$ cat config.mk
export PLATFORM = sky130hd
export DESIGN_NAME = dpt_panel
export DESIGN_NICKNAME = d
export VERILOG_FILES = /design/src/hw/dpt_pkg.sv /design/src/hw/dpt_panel.sv /design/src/hw/dpt_dout_map.sv
export SDC_FILE = /design/constraint.sdc
export NUM_CORES = 1
export LEC_CHECK = 0
export ABC_AREA = 1
export BUFFER_PORTS_ARGS = -buffer_cell sky130_fd_sc_hd__buf_2
export CAP_MARGIN = 5
export CORE_MARGIN = 8
export CORE_UTILIZATION = 43
export CTS_BUF_LIST = sky130_fd_sc_hd__clkbuf_4
export DETAILED_ROUTE_END_ITERATION = 10
export PLACE_DENSITY_LB_ADDON = 0.08
export SLEW_MARGIN = 20
export SYNTH_ARGS = -nofsm -noshare
export SYNTH_HDL_FRONTEND = slang
export SYNTH_SLANG_ARGS = --single-unit
$ cat constraint.sdc
create_clock -name ref_clk -period 6.6 [get_ports ref_clk]
set_clock_uncertainty 0.15 [all_clocks]
set_input_delay 0.99 -clock ref_clk [delete_from_list [all_inputs] [get_ports ref_clk]]
set_output_delay 0.99 -clock ref_clk [all_outputs]
set_load 0.005 [all_outputs]
$ cat src/hw/dpt_pkg.sv
// shared constants and carrier types of the drive panel test functions
`default_nettype none
package dpt_pkg;
  // ************************************************
  // register offsets
  // ************************************************
  localparam logic [7:0] OFS_PARAM_SEL = 8'h00;
  localparam logic [7:0] OFS_OUT_MODE  = 8'h04;
  localparam logic [7:0] OFS_FORCE_VAL = 8'h08;
  localparam logic [7:0] OFS_IN_STAT   = 8'h0c;
  localparam logic [7:0] OFS_OUT_STAT  = 8'h10;
  localparam logic [7:0] OFS_JOG_SPEED = 8'h14;
  localparam logic [7:0] OFS_IRQ_STAT  = 8'h18;
  localparam logic [7:0] OFS_IRQ_MASK  = 8'h1c;
  localparam logic [7:0] OFS_CFG_BASE  = 8'h20;
  // ************************************************
  // sizes, values after reset, codes
  // ************************************************
  localparam int NUM_DI   = 9;
  localparam int NUM_DO   = 6;
  localparam int NUM_CFG  = 5;
  localparam int NUM_FAULT = 5;
  localparam int NUM_FUNC = 16;
  localparam int NUM_DIG  = 5;
  localparam int NUM_IRQ  = 3;
  localparam logic [15:0] RST_JOG_SPEED = 16'h0014;
  localparam logic [15:0] MODE_FORCE    = 16'h0196;
  localparam logic [15:0] MODE_NORMAL   = 16'h0190;
  localparam logic [4:0]  RST_CFG       = 5'h00;
  localparam logic [2:0]  IRQ_JOG_ENTER = 3'h1;
  localparam logic [2:0]  IRQ_JOG_ABORT = 3'h2;
  localparam logic [2:0]  IRQ_FORCE_CHG = 3'h4;
  // parameter codes for the panel selection
  localparam logic [3:0] SEL_FAULT_LAST = 4'h4;
  localparam logic [3:0] SEL_JOG        = 4'h5;
  localparam logic [3:0] SEL_FORCE      = 4'h6;
  localparam logic [3:0] SEL_IN_STAT    = 4'h7;
  localparam logic [3:0] SEL_OUT_STAT   = 4'h9;
  localparam logic [3:0] SEL_OUT_MODE   = 4'ha;
  // ************************************************
  // types
  // ************************************************
  typedef enum logic [1:0] {
    MENU_NAME  = 2'b00,
    MENU_VALUE = 2'b01,
    MENU_EDIT  = 2'b10,
    MENU_JOG   = 2'b11
  } dpt_menu_t;
  typedef enum logic [2:0] {
    DSP_NAME  = 3'b000,
    DSP_FAULT = 3'b001,
    DSP_SPEED = 3'b010,
    DSP_JOG   = 3'b011,
    DSP_HEX   = 3'b100,
    DSP_DEC   = 3'b101
  } dpt_dmode_t;
  typedef struct packed {
    logic setKey;
    logic modeKey;
    logic shiftKey;
    logic upKey;
    logic downKey;
  } dpt_keys_t;
  typedef struct packed {
    dpt_dmode_t          mode;
    logic [19:0]         value;
    logic [2:0]          blinkDigit;
    logic                blinkOn;
    logic [NUM_DIG-1:0]  blank;
  } dpt_disp_t;
  typedef struct packed {
    logic        run;
    logic        ccw;
    logic [15:0] speed;
  } dpt_motor_t;
  typedef logic [NUM_CFG-1:0][4:0] dpt_cfg_t;
endpackage : dpt_pkg
`default_nettype wire

$ cat src/hw/dpt_panel.sv
// panel test functions: fault view, jog, forced outputs, io diagnosis
// What this block does
// - with a fault record selected, set shows that record's stored code
// - set on jog speed parameter shows jog speed, twenty r/min after reset
// - up/down change jog speed; shift moves blinking digit that up/down change
// - set while editing accepts speed, enters jog mode, shows jog indication
// - in jog, up held turns ccw, down held turns cw, else no rotation
// - mode in jog shows jog parameter name; next set shows speed for edit
// - jog motion only while the drive is servo-on
// - writing 406 to output control mode enables forced outputs
// - each force value bit drives one output, bit 0 to output 1
// - force value is cleared at power-up; outputs return to normal
// - writing 400 to output control mode returns outputs to normal
// - forced outputs act only while servo-off
// - normal outputs 1 to 5 follow their function settings, output 6 the last function signal
// - input status shows inputs 1 to 9 as hex bit map, 1 is on
// - output status shows outputs 1 to 6 as hex bit map, 1 is on
// - force value shown in hex with leading fifth digit zero blanked
`default_nettype none
module dpt_panel #(
  parameter int          NUM_DI  = dpt_pkg::NUM_DI,
  parameter int          NUM_DO  = dpt_pkg::NUM_DO,
  parameter logic [15:0] JOG_MAX = 16'h1388
) (
  // clock and reset
  input  wire logic                               ref_clk,
  input  wire logic                               nrst,
  // apb slave
  input  wire logic                               psel,
  input  wire logic                               penable,
  input  wire logic                               pwrite,
  input  wire logic [7:0]                         paddr,
  input  wire logic [31:0]                        pwdata,
  output logic      [31:0]                        prdata,
  output logic                                    pready,
  output logic                                    pslverr,
  // operator keypad and display
  input  wire dpt_pkg::dpt_keys_t                 keys,
  output dpt_pkg::dpt_disp_t                      disp,
  // drive state and fault history
  input  wire logic                               servoOn,
  input  wire logic [dpt_pkg::NUM_FAULT-1:0][15:0] faultCode,
  // motor command path
  output dpt_pkg::dpt_motor_t                     motorCmd,
  // digital pins
  input  wire logic [NUM_DI-1:0]                  digitalInput,
  input  wire logic [dpt_pkg::NUM_FUNC-1:0]       funcSig,
  output logic      [NUM_DO-1:0]                  digitalOutput,
  // interrupt
  output logic                                    irq
);
  import dpt_pkg::*;

  // ************************************************
  // elaboration checks
  // ************************************************
  if (NUM_DI != dpt_pkg::NUM_DI || NUM_DO != dpt_pkg::NUM_DO) begin : g_chk
    $error("dpt_panel: pin counts must match the package layout");
  end
  if (JOG_MAX < RST_JOG_SPEED) begin : g_chk_max
    $error("dpt_panel: JOG_MAX below the reset jog speed");
  end

  // ************************************************
  // state
  // ************************************************
  typedef struct packed {
    dpt_menu_t           menu;
    logic [3:0]          sel;
    logic [15:0]         jogSpeed;
    logic [2:0]          digit;
    logic [15:0]         modeParam;
    logic                forceEn;
    logic [NUM_DO-1:0]   forceVal;
    dpt_cfg_t            cfg;
    logic [NUM_IRQ-1:0]  irqStat;
    logic [NUM_IRQ-1:0]  irqMask;
    logic [NUM_DI-1:0]   inStat;
    logic [NUM_DO-1:0]   outStat;
    logic [NUM_DO-1:0]   dout;
    logic                upQ;
    logic                downQ;
    logic [31:0]         rdata;
    dpt_disp_t           disp;
    dpt_motor_t          motor;
  } dpt_state_t;

  localparam dpt_state_t ST_RESET = '{
    menu:      MENU_NAME,
    sel:       SEL_JOG,
    jogSpeed:  RST_JOG_SPEED,
    modeParam: MODE_NORMAL,
    cfg:       {NUM_CFG{RST_CFG}},
    disp:      '{mode: DSP_NAME, value: 20'h00005, default: '0},
    default:   '0
  };

  dpt_state_t st_r;
  dpt_state_t st_nxt;
  logic [NUM_DO-1:0] doutMap;

  // ************************************************
  // output mapping
  // ************************************************
  dpt_dout_map #(
    .NUM_DO   (NUM_DO)
  ) u_map (
    .funcSig  (funcSig),
    .cfg      (st_r.cfg),
    .forceEn  (st_r.forceEn),
    .servoOn  (servoOn),
    .forceVal (st_r.forceVal),
    .doutNxt  (doutMap)
  );

  // ************************************************
  // helpers
  // ************************************************
  // decimal step of the active digit
  function automatic logic [15:0] digitStep(input logic [2:0] d);
    logic [15:0] s;
    s = 16'h0001;
    unique case (d)
      3'h1:    s = 16'h000a;
      3'h2:    s = 16'h0064;
      3'h3:    s = 16'h03e8;
      3'h4:    s = 16'h2710;
      default: s = 16'h0001;
    endcase
    return s;
  endfunction : digitStep

  // blank the leading hex zero of the fifth digit
  function automatic logic [NUM_DIG-1:0] hexBlank(input logic [19:0] v);
    return {(v[19:16] == 4'h0), {(NUM_DIG-1){1'b0}}};
  endfunction : hexBlank

  // ************************************************
  // apb decode
  // ************************************************
  logic setupRd;
  logic wrAcc;
  logic cfgHit;
  logic [2:0] cfgIdx;
  logic mapped;
  assign setupRd = psel & ~penable;
  assign wrAcc   = psel & penable & pwrite;
  assign cfgIdx  = 3'((paddr - OFS_CFG_BASE) >> 2);
  // range checked on the full address so offsets above the table do not alias
  assign cfgHit  = (paddr >= OFS_CFG_BASE) && (paddr[1:0] == 2'b00)
                   && (paddr < OFS_CFG_BASE + 8'(4 * NUM_CFG));
  always_comb begin
    unique case (paddr)
      OFS_PARAM_SEL, OFS_OUT_MODE, OFS_FORCE_VAL, OFS_IN_STAT,
      OFS_OUT_STAT, OFS_JOG_SPEED, OFS_IRQ_STAT, OFS_IRQ_MASK: mapped = 1'b1;
      default: mapped = cfgHit;
    endcase
  end

  // ************************************************
  // next state
  // ************************************************
  logic upEdge;
  logic downEdge;
  logic [15:0] step;
  logic [NUM_IRQ-1:0] evt;
  logic jogAllowed;
  assign upEdge     = keys.upKey & ~st_r.upQ;
  assign downEdge   = keys.downKey & ~st_r.downQ;
  assign step       = digitStep(st_r.digit);
  assign jogAllowed = servoOn;

  always_comb begin
    st_nxt       = st_r;
    evt          = '0;
    st_nxt.upQ   = keys.upKey;
    st_nxt.downQ = keys.downKey;
    // pin maps resampled every cycle
    st_nxt.inStat  = digitalInput;
    st_nxt.outStat = st_r.dout;
    st_nxt.dout    = doutMap;

    // keypad menu
    unique case (st_r.menu)
      MENU_NAME: begin
        if (keys.setKey) begin
          st_nxt.menu  = (st_r.sel == SEL_JOG) ? MENU_EDIT : MENU_VALUE;
          st_nxt.digit = '0;
        end
      end
      MENU_VALUE: begin
        if (keys.modeKey || keys.setKey) begin
          st_nxt.menu = MENU_NAME;
        end
      end
      MENU_EDIT: begin
        if (keys.modeKey) begin
          st_nxt.menu = MENU_NAME;
        end else if (keys.setKey) begin
          st_nxt.menu = MENU_JOG;
          evt         = evt | IRQ_JOG_ENTER;
        end else if (keys.shiftKey) begin
          st_nxt.digit = (st_r.digit == 3'(NUM_DIG-1)) ? 3'h0 : st_r.digit + 3'h1;
        end else if (upEdge) begin
          st_nxt.jogSpeed = (JOG_MAX - st_r.jogSpeed < step) ? JOG_MAX
                            : st_r.jogSpeed + step;
        end else if (downEdge) begin
          st_nxt.jogSpeed = (st_r.jogSpeed < step) ? 16'h0000
                            : st_r.jogSpeed - step;
        end
      end
      MENU_JOG: begin
        if (keys.modeKey) begin
          st_nxt.menu = MENU_NAME;
          st_nxt.sel  = SEL_JOG;
        end
      end
    endcase

    // motor command: ccw on up, cw on down, both or none stops
    st_nxt.motor.speed = st_r.jogSpeed;
    st_nxt.motor.run   = (st_nxt.menu == MENU_JOG) && jogAllowed
                         && (keys.upKey ^ keys.downKey);
    st_nxt.motor.ccw   = keys.upKey;
    if (st_r.motor.run && !servoOn) begin
      evt = evt | IRQ_JOG_ABORT;
    end

    // apb writes take effect in the access phase
    if (wrAcc) begin
      unique case (paddr)
        OFS_PARAM_SEL: begin
          st_nxt.sel  = pwdata[3:0];
          st_nxt.menu = MENU_NAME;
        end
        OFS_OUT_MODE: begin
          st_nxt.modeParam = pwdata[15:0];
          if (pwdata[15:0] == MODE_FORCE) begin
            st_nxt.forceEn = 1'b1;
            evt            = evt | IRQ_FORCE_CHG;
          end else if (pwdata[15:0] == MODE_NORMAL) begin
            st_nxt.forceEn = 1'b0;
            evt            = evt | IRQ_FORCE_CHG;
          end
        end
        OFS_FORCE_VAL: st_nxt.forceVal = pwdata[NUM_DO-1:0];
        OFS_JOG_SPEED: begin
          st_nxt.jogSpeed = (pwdata[15:0] > JOG_MAX) ? JOG_MAX : pwdata[15:0];
        end
        OFS_IRQ_STAT: st_nxt.irqStat = st_r.irqStat & ~pwdata[NUM_IRQ-1:0];
        OFS_IRQ_MASK: st_nxt.irqMask = pwdata[NUM_IRQ-1:0];
        default: begin
          if (cfgHit) begin
            st_nxt.cfg[cfgIdx] = pwdata[4:0];
          end
        end
      endcase
    end
    // a new event wins over a clear in the same cycle
    st_nxt.irqStat = st_nxt.irqStat | evt;

    // read data captured in the setup phase
    st_nxt.rdata = '0;
    if (setupRd && !pwrite) begin
      unique case (paddr)
        OFS_PARAM_SEL: st_nxt.rdata = {28'h0000000, st_r.sel};
        OFS_OUT_MODE:  st_nxt.rdata = {16'h0000, st_r.modeParam};
        OFS_FORCE_VAL: st_nxt.rdata = {26'h0000000, st_r.forceVal};
        OFS_IN_STAT:   st_nxt.rdata = {23'h000000, st_r.inStat};
        OFS_OUT_STAT:  st_nxt.rdata = {26'h0000000, st_r.outStat};
        OFS_JOG_SPEED: st_nxt.rdata = {16'h0000, st_r.jogSpeed};
        OFS_IRQ_STAT:  st_nxt.rdata = {29'h00000000, st_r.irqStat};
        OFS_IRQ_MASK:  st_nxt.rdata = {29'h00000000, st_r.irqMask};
        default: begin
          if (cfgHit) begin
            st_nxt.rdata = {27'h0000000, st_r.cfg[cfgIdx]};
          end
        end
      endcase
    end

    // display content for the next menu state
    st_nxt.disp.blinkOn    = 1'b0;
    st_nxt.disp.blinkDigit = st_nxt.digit;
    st_nxt.disp.blank      = '0;
    unique case (st_nxt.menu)
      MENU_NAME: begin
        st_nxt.disp.mode  = DSP_NAME;
        st_nxt.disp.value = {16'h0000, st_nxt.sel};
      end
      MENU_EDIT: begin
        st_nxt.disp.mode    = DSP_SPEED;
        st_nxt.disp.value   = {4'h0, st_nxt.jogSpeed};
        st_nxt.disp.blinkOn = 1'b1;
      end
      MENU_JOG: begin
        st_nxt.disp.mode  = DSP_JOG;
        st_nxt.disp.value = {4'h0, st_nxt.jogSpeed};
      end
      MENU_VALUE: begin
        st_nxt.disp.mode  = DSP_HEX;
        st_nxt.disp.value = '0;
        st_nxt.disp.blank = hexBlank(20'h00000);
        if (st_nxt.sel <= SEL_FAULT_LAST) begin
          st_nxt.disp.mode  = DSP_FAULT;
          st_nxt.disp.value = {4'h0, faultCode[st_nxt.sel[2:0]]};
        end else if (st_nxt.sel == SEL_FORCE) begin
          st_nxt.disp.value = {14'h0000, st_nxt.forceVal};
          st_nxt.disp.blank = hexBlank(st_nxt.disp.value);
        end else if (st_nxt.sel == SEL_IN_STAT) begin
          st_nxt.disp.value = {11'h000, st_nxt.inStat};
          st_nxt.disp.blank = hexBlank(st_nxt.disp.value);
        end else if (st_nxt.sel == SEL_OUT_STAT) begin
          st_nxt.disp.value = {14'h0000, st_nxt.outStat};
          st_nxt.disp.blank = hexBlank(st_nxt.disp.value);
        end else if (st_nxt.sel == SEL_OUT_MODE) begin
          st_nxt.disp.mode  = DSP_DEC;
          st_nxt.disp.value = {4'h0, st_nxt.modeParam};
        end
      end
    endcase
  end

  // ************************************************
  // state register; force value cleared at power-up
  // ************************************************
  always_ff @(posedge ref_clk or negedge nrst) begin
    if (!nrst) begin
      st_r <= ST_RESET;
    end else begin
      st_r <= st_nxt;
    end
  end

  // ************************************************
  // outputs
  // ************************************************
  assign prdata        = st_r.rdata;
  assign pready        = psel & penable;
  assign pslverr       = psel & penable & ~mapped;
  assign disp          = st_r.disp;
  assign digitalOutput = st_r.dout;
  // rotation cut the same cycle servo-on drops
  assign motorCmd      = '{run:   st_r.motor.run & servoOn,
                           ccw:   st_r.motor.ccw,
                           speed: st_r.motor.speed};
  assign irq           = |(st_r.irqStat & st_r.irqMask);
endmodule : dpt_panel
`default_nettype wire

$ cat src/hw/dpt_dout_map.sv
// digital output mapper: normal function routing or forced test values
`default_nettype none
module dpt_dout_map #(
  parameter int NUM_DO = dpt_pkg::NUM_DO
) (
  // function sources and configuration
  input  wire logic [dpt_pkg::NUM_FUNC-1:0] funcSig,
  input  wire dpt_pkg::dpt_cfg_t            cfg,
  // force control
  input  wire logic                         forceEn,
  input  wire logic                         servoOn,
  input  wire logic [NUM_DO-1:0]            forceVal,
  // mapped output levels
  output logic      [NUM_DO-1:0]            doutNxt
);
  import dpt_pkg::*;

  // ************************************************
  // per output routing
  // ************************************************
  logic useForce;
  assign useForce = forceEn & ~servoOn;

  for (genvar i = 0; i < NUM_DO; i++) begin : g_out
    logic normalLvl;
    if (i < NUM_CFG) begin : g_cfg
      // function select in low bits, top bit inverts the sense
      assign normalLvl = funcSig[cfg[i][3:0]] ^ cfg[i][4];
    end else begin : g_fix
      assign normalLvl = funcSig[NUM_FUNC-1];
    end
    // bit 0 of the force value drives output 1
    assign doutNxt[i] = useForce ? forceVal[i] : normalLvl;
  end
endmodule : dpt_dout_map
`default_nettype wire

==> results.py <==
metrics = {
    "status": {
        "outcome": "finished clean",
    },
    "timing": {
        "fmax_mhz": 198,
        "fin_crit_sh_pct": 76.5,
        "tns_ns": 0,
        "hold_violations": 0,
        "slew_violations": 0,
        "setup_ws_ns": 1.55,
        "worst_slew_pin_slew_ns": 0.966,
        "min_period_ns": 5.05,
        "rsz0062_at_grt": "no",
        "setup_viol": 0,
        "relSlewSlack_pct": 33.9,
    },
    "logic_synthesis": {
        "synth_top_family_by_area": "simple AND/OR/NAND/NOR gates",
        "synthAdderAreaFrac_pct": 4.90,
        "synth_warnings": 0,
        "synth_cells": 1619,
        "ys_ff_latch": 156,
        "synthMuxAreaShare_pct": 0,
        "synthTopCellsByArea": "dfrtp_1 32%, nand2_1 13%, buf_4 5.9%",
        "synth_ff_type": "dfrtp_1",
        "yosysMostFrequentCell": "nand2_1",
        "synth_xor_area_share_pct": 2.20,
        "synth_compound_area_share_pct": 17.2,
        "yosys.area.top_type_share_pct": 31.9,
        "synthSimpleGateAreaFrac_pct": 28.5,
        "netlist_area_um2": 11500,
        "avgSynthCellArea_um2": 7.13,
        "ys_top_cells_by_count": "401 x nand2_1, 157 x inv_1, 147 x dfrtp_1",
        "synth.distinct_cells": 61,
        "synth_edf_count": 0,
        "yosysTopAreaCell": "dfrtp_1",
        "ys_seq_area_share_pct": 33.9,
        "synthArstFlopShare_pct": 100,
    },
    "pwr": {
        "power_mw": 3.67,
        "ir_worst_vdd_mv": 0.118,
        "leakagePower_nw": 6.42,
        "cellPowerDensity_nw_per_um2": 293,
    },
    "clock_network": {
        "clock_latency_ns": 0.57,
        "cts_tree": "built",
        "post_cts_buffers": 0,
        "cts_resized": 0,
        "h-tree-depth": 4,
        "cts.sinks": 156,
        "cts_root_buf": "clkbuf_4",
        "numCtsBuffers": 17,
        "clkTransAtPathRegs_ns": 0.16,
        "clk_path_buf_depth": 2,
        "hold_buffers": 0,
    },
    "grt": {
        "grt_pass1_vias": 11000,
        "antenna_found_initial": 1,
        "grt_usage_pct": 23.8,
        "grt_pass1_wl_um": 61500,
        "overflow": 0,
        "grt_max_degree": 89,
    },
    "finish": {
        "final_area_um2": 12500,
        "area_growth_pct": 8.57,
        "n_fill_cell": 2776,
        "diodes": 0,
        "seqCellArea_um2": 3920,
        "multi_input_area_um2": 6180,
        "drive_above_1_share_pct": 18.3,
        "nets": 1940,
    },
    "setup_path": {
        "cp.required_ns": 6.88,
        "worstPathMaxFanout": 8,
        "slowest_delay_ns": 0.42,
        "startpoint_type": "flop",
        "endpoint_kind": "flop",
        "crit_top_cell": "nand2_1",
        "worst-path-buf-inv": 5,
        "slowest_stage": "dfrtp_1",
        "worstPathArrival_ns": 5.33,
        "worstSetupPathType": "flop to flop",
        "cp_top_family": "simple AND/OR/NAND/NOR gates",
    },
    "drt": {
        "ant_nets": 0,
        "wl_per_cell_um": 18.7,
        "wl_met2_um": 19000,
        "top_layer": "met4",
        "route.detailed.drc": 0,
        "first_pass_iters": 5,
        "drt-initial-drc-count": 946,
        "totalWireLength_um": 39100,
        "drt-met1-wl_um": 17100,
        "viasPerCell": 5.31,
        "wl_met3_um": 2160,
        "num_vias": 11100,
    },
    "die": {
        "core_um2": 26700,
        "io_pins": 247,
        "die_w_um": 180,
        "num_rows": 60,
        "initial_core_util_pct": 43.3,
        "dieArea_um2": 32400,
        "fp.dieH_um": 180,
    },
    "placed_design": {
        "dp_hpwl_um": 30900,
        "port_buffers": 206,
        "gp_congestion": 0.927,
        "place_area_um2": 12300,
        "dp_slack_ns": 1.71,
    },
    "hold_path": {
        "worstHoldPathType": "flop to flop",
    },
    "run": {
        "drv_cap": 0,
    },
}
[worst paths after layout]
check / startpoint / to / slack, ns / cells past startpoint
max in group asynchronous: nrst / disp[29] / 4.55 / 2
max reg2reg: disp[6] / disp[13] / 1.55 / 25
min reg2reg: digitalOutput[3] / st_r[93] / 0.28 / 0
min: digitalOutput[3] / st_r[93] / 0.28 / 0
max: disp[6] / disp[13] / 1.55 / 25
min in group asynchronous: nrst / disp[7] / 0.29 / 1
[layer usage]
layer	up-vias	track usage, %
met5	-	0
met2	376	40.7
met1	5206	30.3
li1	5488	-
met4	0	7.04
met3	58	4.29
[area by class of cell]
type	count	share of cell area [%]
Sequential cell	156	31.2
Timing Repair Buffer	212	8.63
Inverter	174	5.27
Clock buffer	17	1.02
Clock inverter	15	1.17
Tap cell	341	3.40
Multi-Input combinational cell	1179	49.3
[stage by stage]
step                      hold slack [ns]  util [%]  instances
after global routing                0.301      47.0       2094
final                               0.283      47.0       2094
after global placement              0.266      46.0       2062
after detailed placement            0.255      46.0       2062
after floorplan                     0.199         -       1642
after CTS                           0.286      47.0       2094
[worst register-to-register path, cell delays in order, from the launching register on]
cell	delay (ns)
dfrtp_1	0.42
inv_1	0.10
ha_1	0.20
nand2_1	0.05
buf_4	0.19
inv_1	0.16
a21oi_1	0.35
inv_1	0.19
nor3_1	0.37
nor2_1	0.17
nor2_1	0.28
ha_1	0.40
a21oi_1	0.21
nand2_1	0.13
nand2_1	0.12
nand2_1	0.13
nand3_1	0.12
nand2_1	0.06
nand2_1	0.22
inv_1	0.19
nand3_1	0.12
a21oi_1	0.06
nand2_1	0.08
nand3_1	0.08
nand3_1	0.23
nand3_1	0.13
[cell families after synthesis]
kind of cell / after synthesis
and+or+nand+nor: 737
AOI/OAI and AO/OA: 345
buffers and inverters: 307
DFF: 156
adders and majority gates: 44
xor gates and xnor gates: 29
other: 1
[where the power goes]
part	total, mW	switching (mW)	internal [mW]
clock	0.592	0.367	0.225
combinational	1.74	1.11	0.632
sequential	1.34	0.203	1.13
[placed cells by master (no fill, tap or decap), drive strengths merged, types with 3 or more instances in the layout]
cell type,netlist,final
o221ai,7,7
a221oi,9,9
nand3,100,100
nor3,26,26
dfrtp,147,147
nor2,119,119
nand4,22,22
a21oi,118,118
nand2,412,412
a211oi,3,3
conb,1,24
and2,11,11
xor2,23,23
a21o,3,3
nand3b,5,5
o21ai,146,146
buf,99,212
xnor2,6,6
clkinv,7,15
clkbuf,34,17
or2,36,36
a311oi,3,3
o2111ai,4,4
dfstp,9,9
ha,42,42
inv,167,171
o211ai,12,12
o22ai,24,24
(Power assumes the default switching activity.)
